==> src/fcis_defs.vh <==
// Register offsets, field positions, reset values and timing counts for the flash control block
`ifndef FCIS_DEFS_VH
`define FCIS_DEFS_VH

// Register byte offsets on the AHB-Lite bus
`define FCIS_OFF_STATUS 12'h000
`define FCIS_OFF_CONFIG 12'h004
`define FCIS_OFF_ERRSTAT 12'h008
`define FCIS_OFF_ERRCFG 12'h00C
`define FCIS_OFF_LOCK 12'h010
`define FCIS_OFF_PPROT 12'h014
`define FCIS_OFF_EPROT 12'h018
`define FCIS_OFF_OPTION 12'h01C
`define FCIS_OFF_CMD 12'h020
`define FCIS_OFF_KEY01 12'h024
`define FCIS_OFF_KEY23 12'h028
`define FCIS_OFF_CTRL 12'h02C
`define FCIS_OFF_IRQ_STAT 12'h030
`define FCIS_OFF_IRQ_EN 12'h034
`define FCIS_OFF_IRQ_CLR 12'h038

// Status register fields
`define FCIS_ST_DONE 7
`define FCIS_ST_VERR1 1
`define FCIS_ST_VERR0 0
// Config register fields
`define FCIS_CF_DONE_IE 7
// Error status/config fields
`define FCIS_ER_SBF 0
// Lock state fields
`define FCIS_LK_BACKDOOR_UNLOCK_ENABLE_HI 7
`define FCIS_LK_BACKDOOR_UNLOCK_ENABLE_LO 6
`define FCIS_LK_PROT_HI 1
`define FCIS_LK_PROT_LO 0
`define FCIS_BACKDOOR_UNLOCK_ENABLE_ON 2'h2
`define FCIS_PROT_UNSEC 2'h2

// Command codes written to the command register
`define FCIS_CMD_BACKDOOR 8'h0C
`define FCIS_CMD_GENERIC 8'h01

// Defaults used when the reset load fails: fully protected, secured
`define FCIS_DEF_LOCK 8'h00
`define FCIS_DEF_PROT 8'h00
`define FCIS_DEF_OPTION 8'h00

// Key value limits
`define FCIS_KEY_ZERO 16'h0000
`define FCIS_KEY_ONES 16'hFFFF

// Timing
`define FCIS_CLK_MHZ 100
`define FCIS_INIT_NS 200
`define FCIS_INIT_CYC ((`FCIS_INIT_NS * `FCIS_CLK_MHZ + 999) / 1000)
`define FCIS_HOLD_NS 100
`define FCIS_HOLD_CYC ((`FCIS_HOLD_NS * `FCIS_CLK_MHZ + 999) / 1000)
`define FCIS_VERIFY_CYC 16'h0008
`define FCIS_CMD_CYC 16'h0010

`endif

==> src/fcis_ctrl.v <==
// Flash controller interrupts, low-power handshakes, security and reset initialisation
`timescale 1ns/1ns
`include "fcis_defs.vh"

// Overview of operation
// RL1 - Command interrupt high while done flag and done enable both set.
// RL2 - Error interrupt high while single-bit fault flag and its enable set.
// RL3 - Wait mode does not disturb operation; done interrupt wakes the system.
// RL4 - Stop request during a running command is granted only after completion.
// RL5 - Lock-state register loads from stored security byte during reset.
// RL6 - Newly programmed security byte takes effect only after next reset.
// RL7 - Backdoor verify honoured only with unlock enabled; compares four 16-bit keys.
// RL8 - Full key match forces protection state field to unsecure code 10.
// RL9 - Stored or presented keys of all zeros or all ones never match.
// RL10 - Flash reads return invalid data while backdoor verify runs.
// RL11 - Failed key comparison blocks further backdoor verify until reset.
// RL12 - Backdoor verify leaves security byte, keys and flash protection untouched.
// RL13 - Reset initialisation loads configuration, protections, option and lock state.
// RL14 - Errors during initialisation fall back to protected, secured defaults.
// RL15 - Double-bit fault during initialisation sets both verify error bits.
// RL16 - Done flag low during initialisation, set when it finishes.
// RL17 - CPU accesses stall during part of initialisation; reads allowed afterward.
// RL18 - Reset during a command aborts it at once; target contents undefined.
// RL19 - Both interrupt requests are levels following flag and enable.
module fcis_ctrl #(
	parameter INIT_CYC = `FCIS_INIT_CYC,
	parameter HOLD_CYC = `FCIS_HOLD_CYC
) (
	input wire i_mclk,                 // System clock
	input wire i_rst_b,                // Async reset, active low
	input wire i_hsel,                 // AHB select
	input wire [11:0] i_haddr,         // AHB address
	input wire [1:0] i_htrans,         // AHB transfer type
	input wire i_hwrite,               // AHB write
	input wire [2:0] i_hsize,          // AHB size
	input wire [31:0] i_hwdata,        // AHB write data
	input wire i_hready,               // AHB ready in
	output reg [31:0] o_hrdata,        // AHB read data
	output reg o_hreadyout,            // AHB ready out
	output reg o_hresp,                // AHB response, always OKAY
	input wire [7:0] i_nvm_sec_byte,   // Stored security byte
	input wire [63:0] i_nvm_keys,      // Stored backdoor keys, key0 in low bits
	input wire [7:0] i_nvm_pprot,      // Stored program flash protection
	input wire [7:0] i_nvm_eprot,      // Stored eeprom protection
	input wire [7:0] i_nvm_option,     // Stored option byte
	input wire [7:0] i_nvm_blkcfg,     // Stored block configuration
	input wire i_nvm_load_err,         // Load error during init
	input wire i_nvm_dbl_fault,        // Double-bit fault during init
	input wire i_sbf_event,            // Single-bit correction on a read pulse
	input wire i_stop_req,             // Stop mode request
	output reg o_stop_ack,             // Stop entry granted
	output reg o_cmd_irq,              // Command done interrupt
	output reg o_err_irq,              // Single-bit fault interrupt
	output reg o_irq,                  // Summary interrupt
	output reg o_read_invalid,         // Flash reads give invalid data
	output reg o_cpu_hold,             // CPU access stall
	output reg [1:0] o_prot_state,     // Live protection state
	output reg [7:0] o_blk_cfg         // Loaded block configuration
);

	localparam ST_INIT = 2'h0;
	localparam ST_IDLE = 2'h1;
	localparam ST_VERIFY = 2'h2;
	localparam ST_CMD = 2'h3;

	reg [1:0] state_q;
	reg [15:0] cnt_q;
	reg done_q;
	reg [1:0] verr_q;
	reg done_ie_q;
	reg sbf_q;
	reg sbf_ie_q;
	reg [7:0] lock_q;
	reg [7:0] pprot_q;
	reg [7:0] eprot_q;
	reg [7:0] option_q;
	reg [31:0] key01_q;
	reg [31:0] key23_q;
	reg bd_block_q;
	reg [1:0] ist_q;
	reg [1:0] ien_q;
	reg stop_pend_q;
	reg ph_wr_q;
	reg ph_rd_q;
	reg [11:0] ph_addr_q;
	reg done_rise_q;

	function key_ok;
		input [15:0] k;
		begin
			key_ok = (k != `FCIS_KEY_ZERO) && (k != `FCIS_KEY_ONES); // [RL9]
		end
	endfunction

	wire ap = i_hsel && i_hready && i_htrans[1];
	wire wr = ph_wr_q;
	wire [7:0] wb = i_hwdata[7:0];
	wire keys_match = key_ok(key01_q[15:0]) && key_ok(key01_q[31:16]) &&
		key_ok(key23_q[15:0]) && key_ok(key23_q[31:16]) &&
		(key01_q == i_nvm_keys[31:0]) && (key23_q == i_nvm_keys[63:32]); // [RL7] [RL9]
	wire cmd_wr = wr && ph_addr_q == `FCIS_OFF_CMD && state_q == ST_IDLE && done_q;
	wire bd_go = cmd_wr && wb == `FCIS_CMD_BACKDOOR && !bd_block_q &&
		lock_q[`FCIS_LK_BACKDOOR_UNLOCK_ENABLE_HI:`FCIS_LK_BACKDOOR_UNLOCK_ENABLE_LO] == `FCIS_BACKDOOR_UNLOCK_ENABLE_ON; // [RL7] [RL11]
	wire gen_go = cmd_wr && wb == `FCIS_CMD_GENERIC;
	wire cnt_end = cnt_q == 16'h0000;

	// Bus slave: zero-wait outside the init hold, registered address phase
	always @(posedge i_mclk or negedge i_rst_b) begin
		if (!i_rst_b) begin
			ph_wr_q <= 1'b0;
			ph_rd_q <= 1'b0;
			ph_addr_q <= 12'h000;
		end else begin
			ph_wr_q <= ap && i_hwrite;
			ph_rd_q <= ap && !i_hwrite;
			if (ap) begin
				ph_addr_q <= i_haddr;
			end
		end
	end

	// Sequencer: reset init, backdoor verify, generic command
	always @(posedge i_mclk or negedge i_rst_b) begin
		if (!i_rst_b) begin
			// Reset aborts any command at once; target contents left undefined [RL18]
			state_q <= ST_INIT;
			cnt_q <= 16'h0000;
			done_q <= 1'b0;
			verr_q <= 2'h0;
			lock_q <= `FCIS_DEF_LOCK;
			pprot_q <= `FCIS_DEF_PROT;
			eprot_q <= `FCIS_DEF_PROT;
			option_q <= `FCIS_DEF_OPTION;
			o_blk_cfg <= 8'h00;
			bd_block_q <= 1'b0;
			o_read_invalid <= 1'b0;
			o_cpu_hold <= 1'b1;
			o_prot_state <= 2'h0;
			done_rise_q <= 1'b0;
		end else begin
			done_rise_q <= 1'b0;
			o_prot_state <= lock_q[`FCIS_LK_PROT_HI:`FCIS_LK_PROT_LO];
			case (state_q)
			ST_INIT: begin
				done_q <= 1'b0; // [RL16]
				if (cnt_q == 16'h0000 && o_cpu_hold && !done_rise_q && verr_q == 2'h0 && o_blk_cfg == 8'h00 &&
					lock_q == `FCIS_DEF_LOCK && pprot_q == `FCIS_DEF_PROT) begin
					cnt_q <= INIT_CYC[15:0];
				end else if (!cnt_end) begin
					cnt_q <= cnt_q - 16'h0001;
				end
				if (cnt_q == INIT_CYC[15:0] - HOLD_CYC[15:0]) begin
					o_cpu_hold <= 1'b0; // [RL17]
				end
				if (cnt_q == 16'h0001) begin
					if (i_nvm_load_err || i_nvm_dbl_fault) begin
						lock_q <= `FCIS_DEF_LOCK; // [RL14]
						pprot_q <= `FCIS_DEF_PROT;
						eprot_q <= `FCIS_DEF_PROT;
						option_q <= `FCIS_DEF_OPTION;
						o_blk_cfg <= 8'h00;
					end else begin
						lock_q <= i_nvm_sec_byte; // [RL5] [RL13]
						pprot_q <= i_nvm_pprot;
						eprot_q <= i_nvm_eprot;
						option_q <= i_nvm_option;
						o_blk_cfg <= i_nvm_blkcfg;
					end
					if (i_nvm_dbl_fault) begin
						verr_q <= 2'h3; // [RL15]
					end
					state_q <= ST_IDLE;
					done_q <= 1'b1; // [RL16]
					done_rise_q <= 1'b1;
				end
			end
			ST_IDLE: begin
				if (bd_go) begin
					state_q <= ST_VERIFY;
					cnt_q <= `FCIS_VERIFY_CYC;
					done_q <= 1'b0;
					o_read_invalid <= 1'b1; // [RL10]
				end else if (gen_go) begin
					state_q <= ST_CMD;
					cnt_q <= `FCIS_CMD_CYC;
					done_q <= 1'b0;
					verr_q <= 2'h0;
				end
			end
			ST_VERIFY: begin
				cnt_q <= cnt_q - 16'h0001;
				if (cnt_q == 16'h0001) begin
					// Only the live lock field moves; stored byte, keys, protections stay [RL12]
					if (keys_match) begin
						lock_q[`FCIS_LK_PROT_HI:`FCIS_LK_PROT_LO] <= `FCIS_PROT_UNSEC; // [RL8]
					end else begin
						bd_block_q <= 1'b1; // [RL11]
					end
					o_read_invalid <= 1'b0;
					state_q <= ST_IDLE;
					done_q <= 1'b1;
					done_rise_q <= 1'b1;
				end
			end
			ST_CMD: begin
				cnt_q <= cnt_q - 16'h0001;
				if (cnt_q == 16'h0001) begin
					state_q <= ST_IDLE;
					done_q <= 1'b1;
					done_rise_q <= 1'b1;
				end
			end
			default: begin
				state_q <= ST_IDLE;
			end
			endcase
			// Lock state is never written from the bus, so a new stored byte waits for reset [RL6]
			if (state_q != ST_INIT && wr && ph_addr_q == `FCIS_OFF_PPROT) begin
				pprot_q <= wb;
			end
			if (state_q != ST_INIT && wr && ph_addr_q == `FCIS_OFF_EPROT) begin
				eprot_q <= wb;
			end
		end
	end

	// Software registers, sticky events, stop handshake
	always @(posedge i_mclk or negedge i_rst_b) begin
		if (!i_rst_b) begin
			done_ie_q <= 1'b0;
			sbf_q <= 1'b0;
			sbf_ie_q <= 1'b0;
			key01_q <= 32'h00000000;
			key23_q <= 32'h00000000;
			ist_q <= 2'h0;
			ien_q <= 2'h0;
			stop_pend_q <= 1'b0;
			o_stop_ack <= 1'b0;
			o_cmd_irq <= 1'b0;
			o_err_irq <= 1'b0;
			o_irq <= 1'b0;
		end else begin
			if (wr && ph_addr_q == `FCIS_OFF_CONFIG) begin
				done_ie_q <= wb[`FCIS_CF_DONE_IE];
			end
			if (wr && ph_addr_q == `FCIS_OFF_ERRCFG) begin
				sbf_ie_q <= wb[`FCIS_ER_SBF];
			end
			// Set wins over a same-cycle write-one clear
			if (i_sbf_event) begin
				sbf_q <= 1'b1;
			end else if (wr && ph_addr_q == `FCIS_OFF_ERRSTAT && wb[`FCIS_ER_SBF]) begin
				sbf_q <= 1'b0;
			end
			if (wr && ph_addr_q == `FCIS_OFF_KEY01) begin
				key01_q <= i_hwdata;
			end
			if (wr && ph_addr_q == `FCIS_OFF_KEY23) begin
				key23_q <= i_hwdata;
			end
			if (wr && ph_addr_q == `FCIS_OFF_IRQ_EN) begin
				ien_q <= i_hwdata[1:0];
			end
			if (wr && ph_addr_q == `FCIS_OFF_IRQ_CLR) begin
				ist_q <= (ist_q & ~i_hwdata[1:0]) | {i_sbf_event, done_rise_q};
			end else begin
				ist_q <= ist_q | {i_sbf_event, done_rise_q};
			end
			// Stop held off until the running command ends [RL4]
			stop_pend_q <= i_stop_req;
			o_stop_ack <= stop_pend_q && i_stop_req && done_q && state_q == ST_IDLE;
			// Wait mode has no input here: the done interrupt keeps running to wake the core [RL3]
			o_cmd_irq <= done_q && done_ie_q; // [RL1] [RL19]
			o_err_irq <= sbf_q && sbf_ie_q; // [RL2] [RL19]
			o_irq <= |(ist_q & ien_q);
		end
	end

	// Read mux and ready; no wait states except during the init hold [RL17]
	always @(posedge i_mclk or negedge i_rst_b) begin
		if (!i_rst_b) begin
			o_hrdata <= 32'h00000000;
			o_hreadyout <= 1'b1;
			o_hresp <= 1'b0;
		end else begin
			o_hresp <= 1'b0;
			o_hreadyout <= !(o_cpu_hold && ap) && !(o_cpu_hold && !o_hreadyout);
			if (ap && !i_hwrite) begin
				case (i_haddr)
				`FCIS_OFF_STATUS: o_hrdata <= {24'h000000, done_q, 5'h00, verr_q};
				`FCIS_OFF_CONFIG: o_hrdata <= {24'h000000, done_ie_q, 7'h00};
				`FCIS_OFF_ERRSTAT: o_hrdata <= {31'h00000000, sbf_q};
				`FCIS_OFF_ERRCFG: o_hrdata <= {31'h00000000, sbf_ie_q};
				`FCIS_OFF_LOCK: o_hrdata <= {24'h000000, lock_q};
				`FCIS_OFF_PPROT: o_hrdata <= {24'h000000, pprot_q};
				`FCIS_OFF_EPROT: o_hrdata <= {24'h000000, eprot_q};
				`FCIS_OFF_OPTION: o_hrdata <= {24'h000000, option_q};
				`FCIS_OFF_CTRL: o_hrdata <= {28'h0000000, bd_block_q, o_read_invalid, state_q};
				`FCIS_OFF_IRQ_STAT: o_hrdata <= {30'h00000000, ist_q};
				`FCIS_OFF_IRQ_EN: o_hrdata <= {30'h00000000, ien_q};
				default: o_hrdata <= 32'h00000000;
				endcase
			end
		end
	end

endmodule

==> config.mk <==
export PLATFORM = sky130hd
export DESIGN_NAME = fcis_ctrl
export DESIGN_NICKNAME = d
export VERILOG_FILES = /design/src/fcis_ctrl.v
export VERILOG_INCLUDE_DIRS = /design/src /design/src/src
export SDC_FILE = /design/constraint.sdc
export NUM_CORES = 1
export LEC_CHECK = 0
export BUFFER_PORTS_ARGS = -buffer_cell sky130_fd_sc_hd__buf_2
export CAP_MARGIN = 20
export CORE_UTILIZATION = 35
export CTS_CLUSTER_SIZE = 12
export DETAILED_ROUTE_END_ITERATION = 7
export SYNTH_ARGS = -nofsm -noshare
export SYNTH_HDL_FRONTEND = slang
export SYNTH_SLANG_ARGS = --single-unit
==> constraint.sdc <==
create_clock -name i_mclk -period 2.26 [get_ports i_mclk]
set_clock_uncertainty 0.15 [all_clocks]
set_input_delay 0.226 -clock i_mclk [delete_from_list [all_inputs] [get_ports i_mclk]]
set_output_delay 0.226 -clock i_mclk [all_outputs]
set_load 0.02 [all_outputs]
==> impl_metrics.csv <==
group,metric,value,unit
status,status,"finished, final reports clean",
clock_tree,cts_tree,"done",
worst_setup_path,cell_repeated_most_along_the_worst_path,"sky130_fd_sc_hd__nand4_1",
placement,dp_slack,-0.0555,ns
drt,drt-vias-per-instance,5.13,
timing,worst_slack,0.0686,ns
synth,netlist_top_cells_count,"162 x sky130_fd_sc_hd__dfrtp_1, 114 x sky130_fd_sc_hd__nand2_1, 79 x sky130_fd_sc_hd__mux2_2",
worst_setup_path,cp-end-kind,"flop",
timing,maxClockFrequency,456,MHz
power,cell_area_power_density,573,nW/um^2
power,ir_drop,0.000435,V
clock_tree,cts_made_buffers,17,
clock_tree,clkSinkCount,164,
timing,number_of_slew_limit_violations_in_the_final_report,0,
min_path,min_path_type,"in2reg",
drt,vias,7498,
final_layout,drive_above_1_share,35.2,%
timing,grt_setup_unrepaired,"yes",
global_routing,grt_antenna_before_repair,3,
clock_tree,clock_tree.root_cell,"sky130_fd_sc_hd__clkbuf_16",
timing,setup_tns,0,ns
synth,syn-cell-area,8410,um^2
drt,first_pass_iters,6,
placement,post_dp_hpwl,19100,um
drt,wirelength_per_cell,17.9,um
drt,wl,26200,um
worst_setup_path,cp-start-kind,"flop",
placement,finalWeightedCongestion,0.863,
final_layout,num-nets-final,1293,
worst_setup_path,critical_path_class,"reg2reg",
worst_setup_path,arrival,2.40,ns
worst_setup_path,timing.critical_path.buf_inv,1,
power,leakage,5.12,nW
synth,synthArstFlopShare,100,%
synth,synth_largest_area_cell,"sky130_fd_sc_hd__dfrtp_1",
global_routing,global_route.usage.total,21.5,%
clock_tree,worstSkewPairLatency,0.42,ns
synth,unique_cell_type_count_in_the_yosys_netlist,65,
global_routing,grt_pass1_wl,40100,um
placement,place.detailed.instances,1345,
synth,synth_sequential_area_ratio,48.8,%
worst_setup_path,cp_cell_sequence,"xnor2_1 -> nand4_1 -> nor4_1 -> nand4_1 -> nor3_1 -> buf_4 -> a31o_2",
worst_setup_path,critical-path-max-stage-delay,0.44,ns
drt,drcViolationCount,0,
final_layout,finish.instance_area,11600,um^2
worst_setup_path,cell_with_the_largest_stage_delay_on_the_worst_path,"sky130_fd_sc_hd__nor4_1",
clock_tree,max-clock-path-buffers,2,
synth,post-synth-top-area-fraction,48.2,%
final_layout,filler_cell_count,2172,
flow_run,cap_violations,0,
synth,cell_types_with_the_largest_area_share_after_synthesis,"sky130_fd_sc_hd__dfrtp_1 48%, sky130_fd_sc_hd__mux2_2 11%, sky130_fd_sc_hd__xnor2_1 6.7%",
drt,drt-initial-drc-count,565,
synth,synthFlopType,"sky130_fd_sc_hd__dfrtp_1",
global_routing,grt_overflow_total,0,
synth,ys_seq_elements,164,
final_layout,layout.cells.non_filler,1461,
timing,timing.final.crit_period,2.19,ns
worst_setup_path,cp.required,2.47,ns
power,power.total,6.63,mW
synth,synthCells,805,
placement,placed_standard_cell_area,10100,um^2
die,die_area,24700,um^2
worst_setup_path,critical-path-top-delay-family,"simple AND/OR/NAND/NOR gates",
placement,io_buffer_count,182,
synth,synth_enable_flop_cells,0,
clock_tree,clk_pin_slew_worst_paths,0.07,ns
timing,setup_viol,0,
drt,antenna_violating_nets_post_route,0,
synth,synth.most_common_cell,"sky130_fd_sc_hd__dfrtp_1",
timing,finalHoldViolCount,0,
die,std_cell_rows,56,
final_layout,area_taken_by_multi_input_logic_gates,4130,um^2
worst_setup_path,path_max_fanout,4,
synth,syn_avg_cell_area,10.4,um^2
die,die_width,157,um
global_routing,grt_start_max_net_pins,62,
timing,relSlewSlack,63.3,%
clock_tree,cts_max_level,4,
die,floorplan.initialDensity,35.7,%
timing,period_share,97.0,%
final_layout,register_area,4110,um^2
synth,synth.yosys.warnings,0,
global_routing,first_global_vias,7302,
final_layout,flow.area_growth_from_synthesis,37.4,%
timing,tightest_slew,0.549,ns
die,io-pin-count,212,
die,design.core.area,23500,um^2
die,fp.dieH,157,um
## cells by family after synthesis
logic type | Yosys count | share of synthesized area [%]
xor gates and xnor gates | 64 | 6.66
muxes | 89 | 11.9
AOI/OAI and AO/OA | 95 | 7.78
buffers and inverters | 69 | 4.46
adders and majority gates | 4 | 0.595
other | 1 | 0.0446
DFF | 164 | 48.8
and+or+nand+nor | 319 | 19.7
## sequential cells by signal, indices dropped and copies added (netlist names), 8 cells and up
| name | cells |
|---|---|
| cnt_q | 16 |
| eprot_q | 8 |
| ph_addr_q | 12 |
| o_blk_cfg | 8 |
| pprot_q | 8 |
| key23_q | 32 |
| o_hrdata | 8 |
| option_q | 8 |
| key01_q | 32 |
| lock_q | 8 |
## cell usage in the layout, fill, tap and decap left out, drive strengths merged, types with 16 or more instances in the layout
cell type	instances
nand2	114
nor2	38
buf	256
nand3	35
a21oi	22
mux2	80
inv	18
dfrtp	162
nor4	33
dlygate4sd3	75
nand4	43
a22oi	16
clkbuf	20
xnor2	64
conb	25
## power by group
part / internal, mW / switching (mW)
combinational: 0.397 / 0.393
sequential: 3.05 / 0.105
clock: 1.45 / 1.23
## worst reg2reg max path, delay by kind of cell, from the launching register on
kind | cells | cell delay (ns)
simple gates | 4 | 1.01
flops | 1 | 0.43
compound gates | 1 | 0.16
buf+inv | 1 | 0.19
xor+xnor | 1 | 0.20
## cell type report
type | count | area share, %
Antenna cell | 2 | 0.0433
Clock buffer | 19 | 3.83
Clock inverter | 13 | 0.888
Inverter | 14 | 0.455
Multi-Input combinational cell | 597 | 35.7
Sequential cell | 164 | 35.5
Tap cell | 319 | 3.45
Timing Repair Buffer | 333 | 20.1
## worst paths after layout
check / cells past startpoint / slack, ns / from / to
min in group asynchronous: 2 / 0.10 / i_rst_b / option_q[2]
max in group asynchronous: 3 / 1.18 / i_rst_b / key01_q[22]
worst max register to register: 7 / 0.07 / key01_q[28] / lock_q[1]
worst min register to register: 2 / 0.32 / eprot_q[7] / eprot_q[7]
worst min-delay path: 4 / 0.03 / i_nvm_sec_byte[1] / lock_q[1]
worst max-delay path: 7 / 0.07 / key01_q[28] / lock_q[1]
## per-stage QoR
| stage | util [%] | hold WS, ns |
|---|---|---|
| final | 49.1 | 0.0300 |
| after global routing | 49.1 | 0.0296 |
| after CTS | 48.3 | 0.0329 |
| after floorplan | - | -0.220 |
| after global placement | 42.8 | -0.0268 |
| after detailed placement | 42.8 | -0.0258 |
## per-layer routing
layer	up-vias	GRT usage, %	wire length (um)
met4	2	7.30	634
met1	3702	29.2	11900
met2	230	34.8	12600
met5	-	0	13
met3	45	3.55	1070
li1	3519	-	-
## timing repair
item,in CTS,in global routing
buffers inserted,0,4
cloned,0,3
setup endpoints to repair,38,64
hold buffers,75,0
endpoints found under the hold margin,262,0
resized for setup,3,23
pin swaps,0,6
Power figures use the tool's default switching activity.
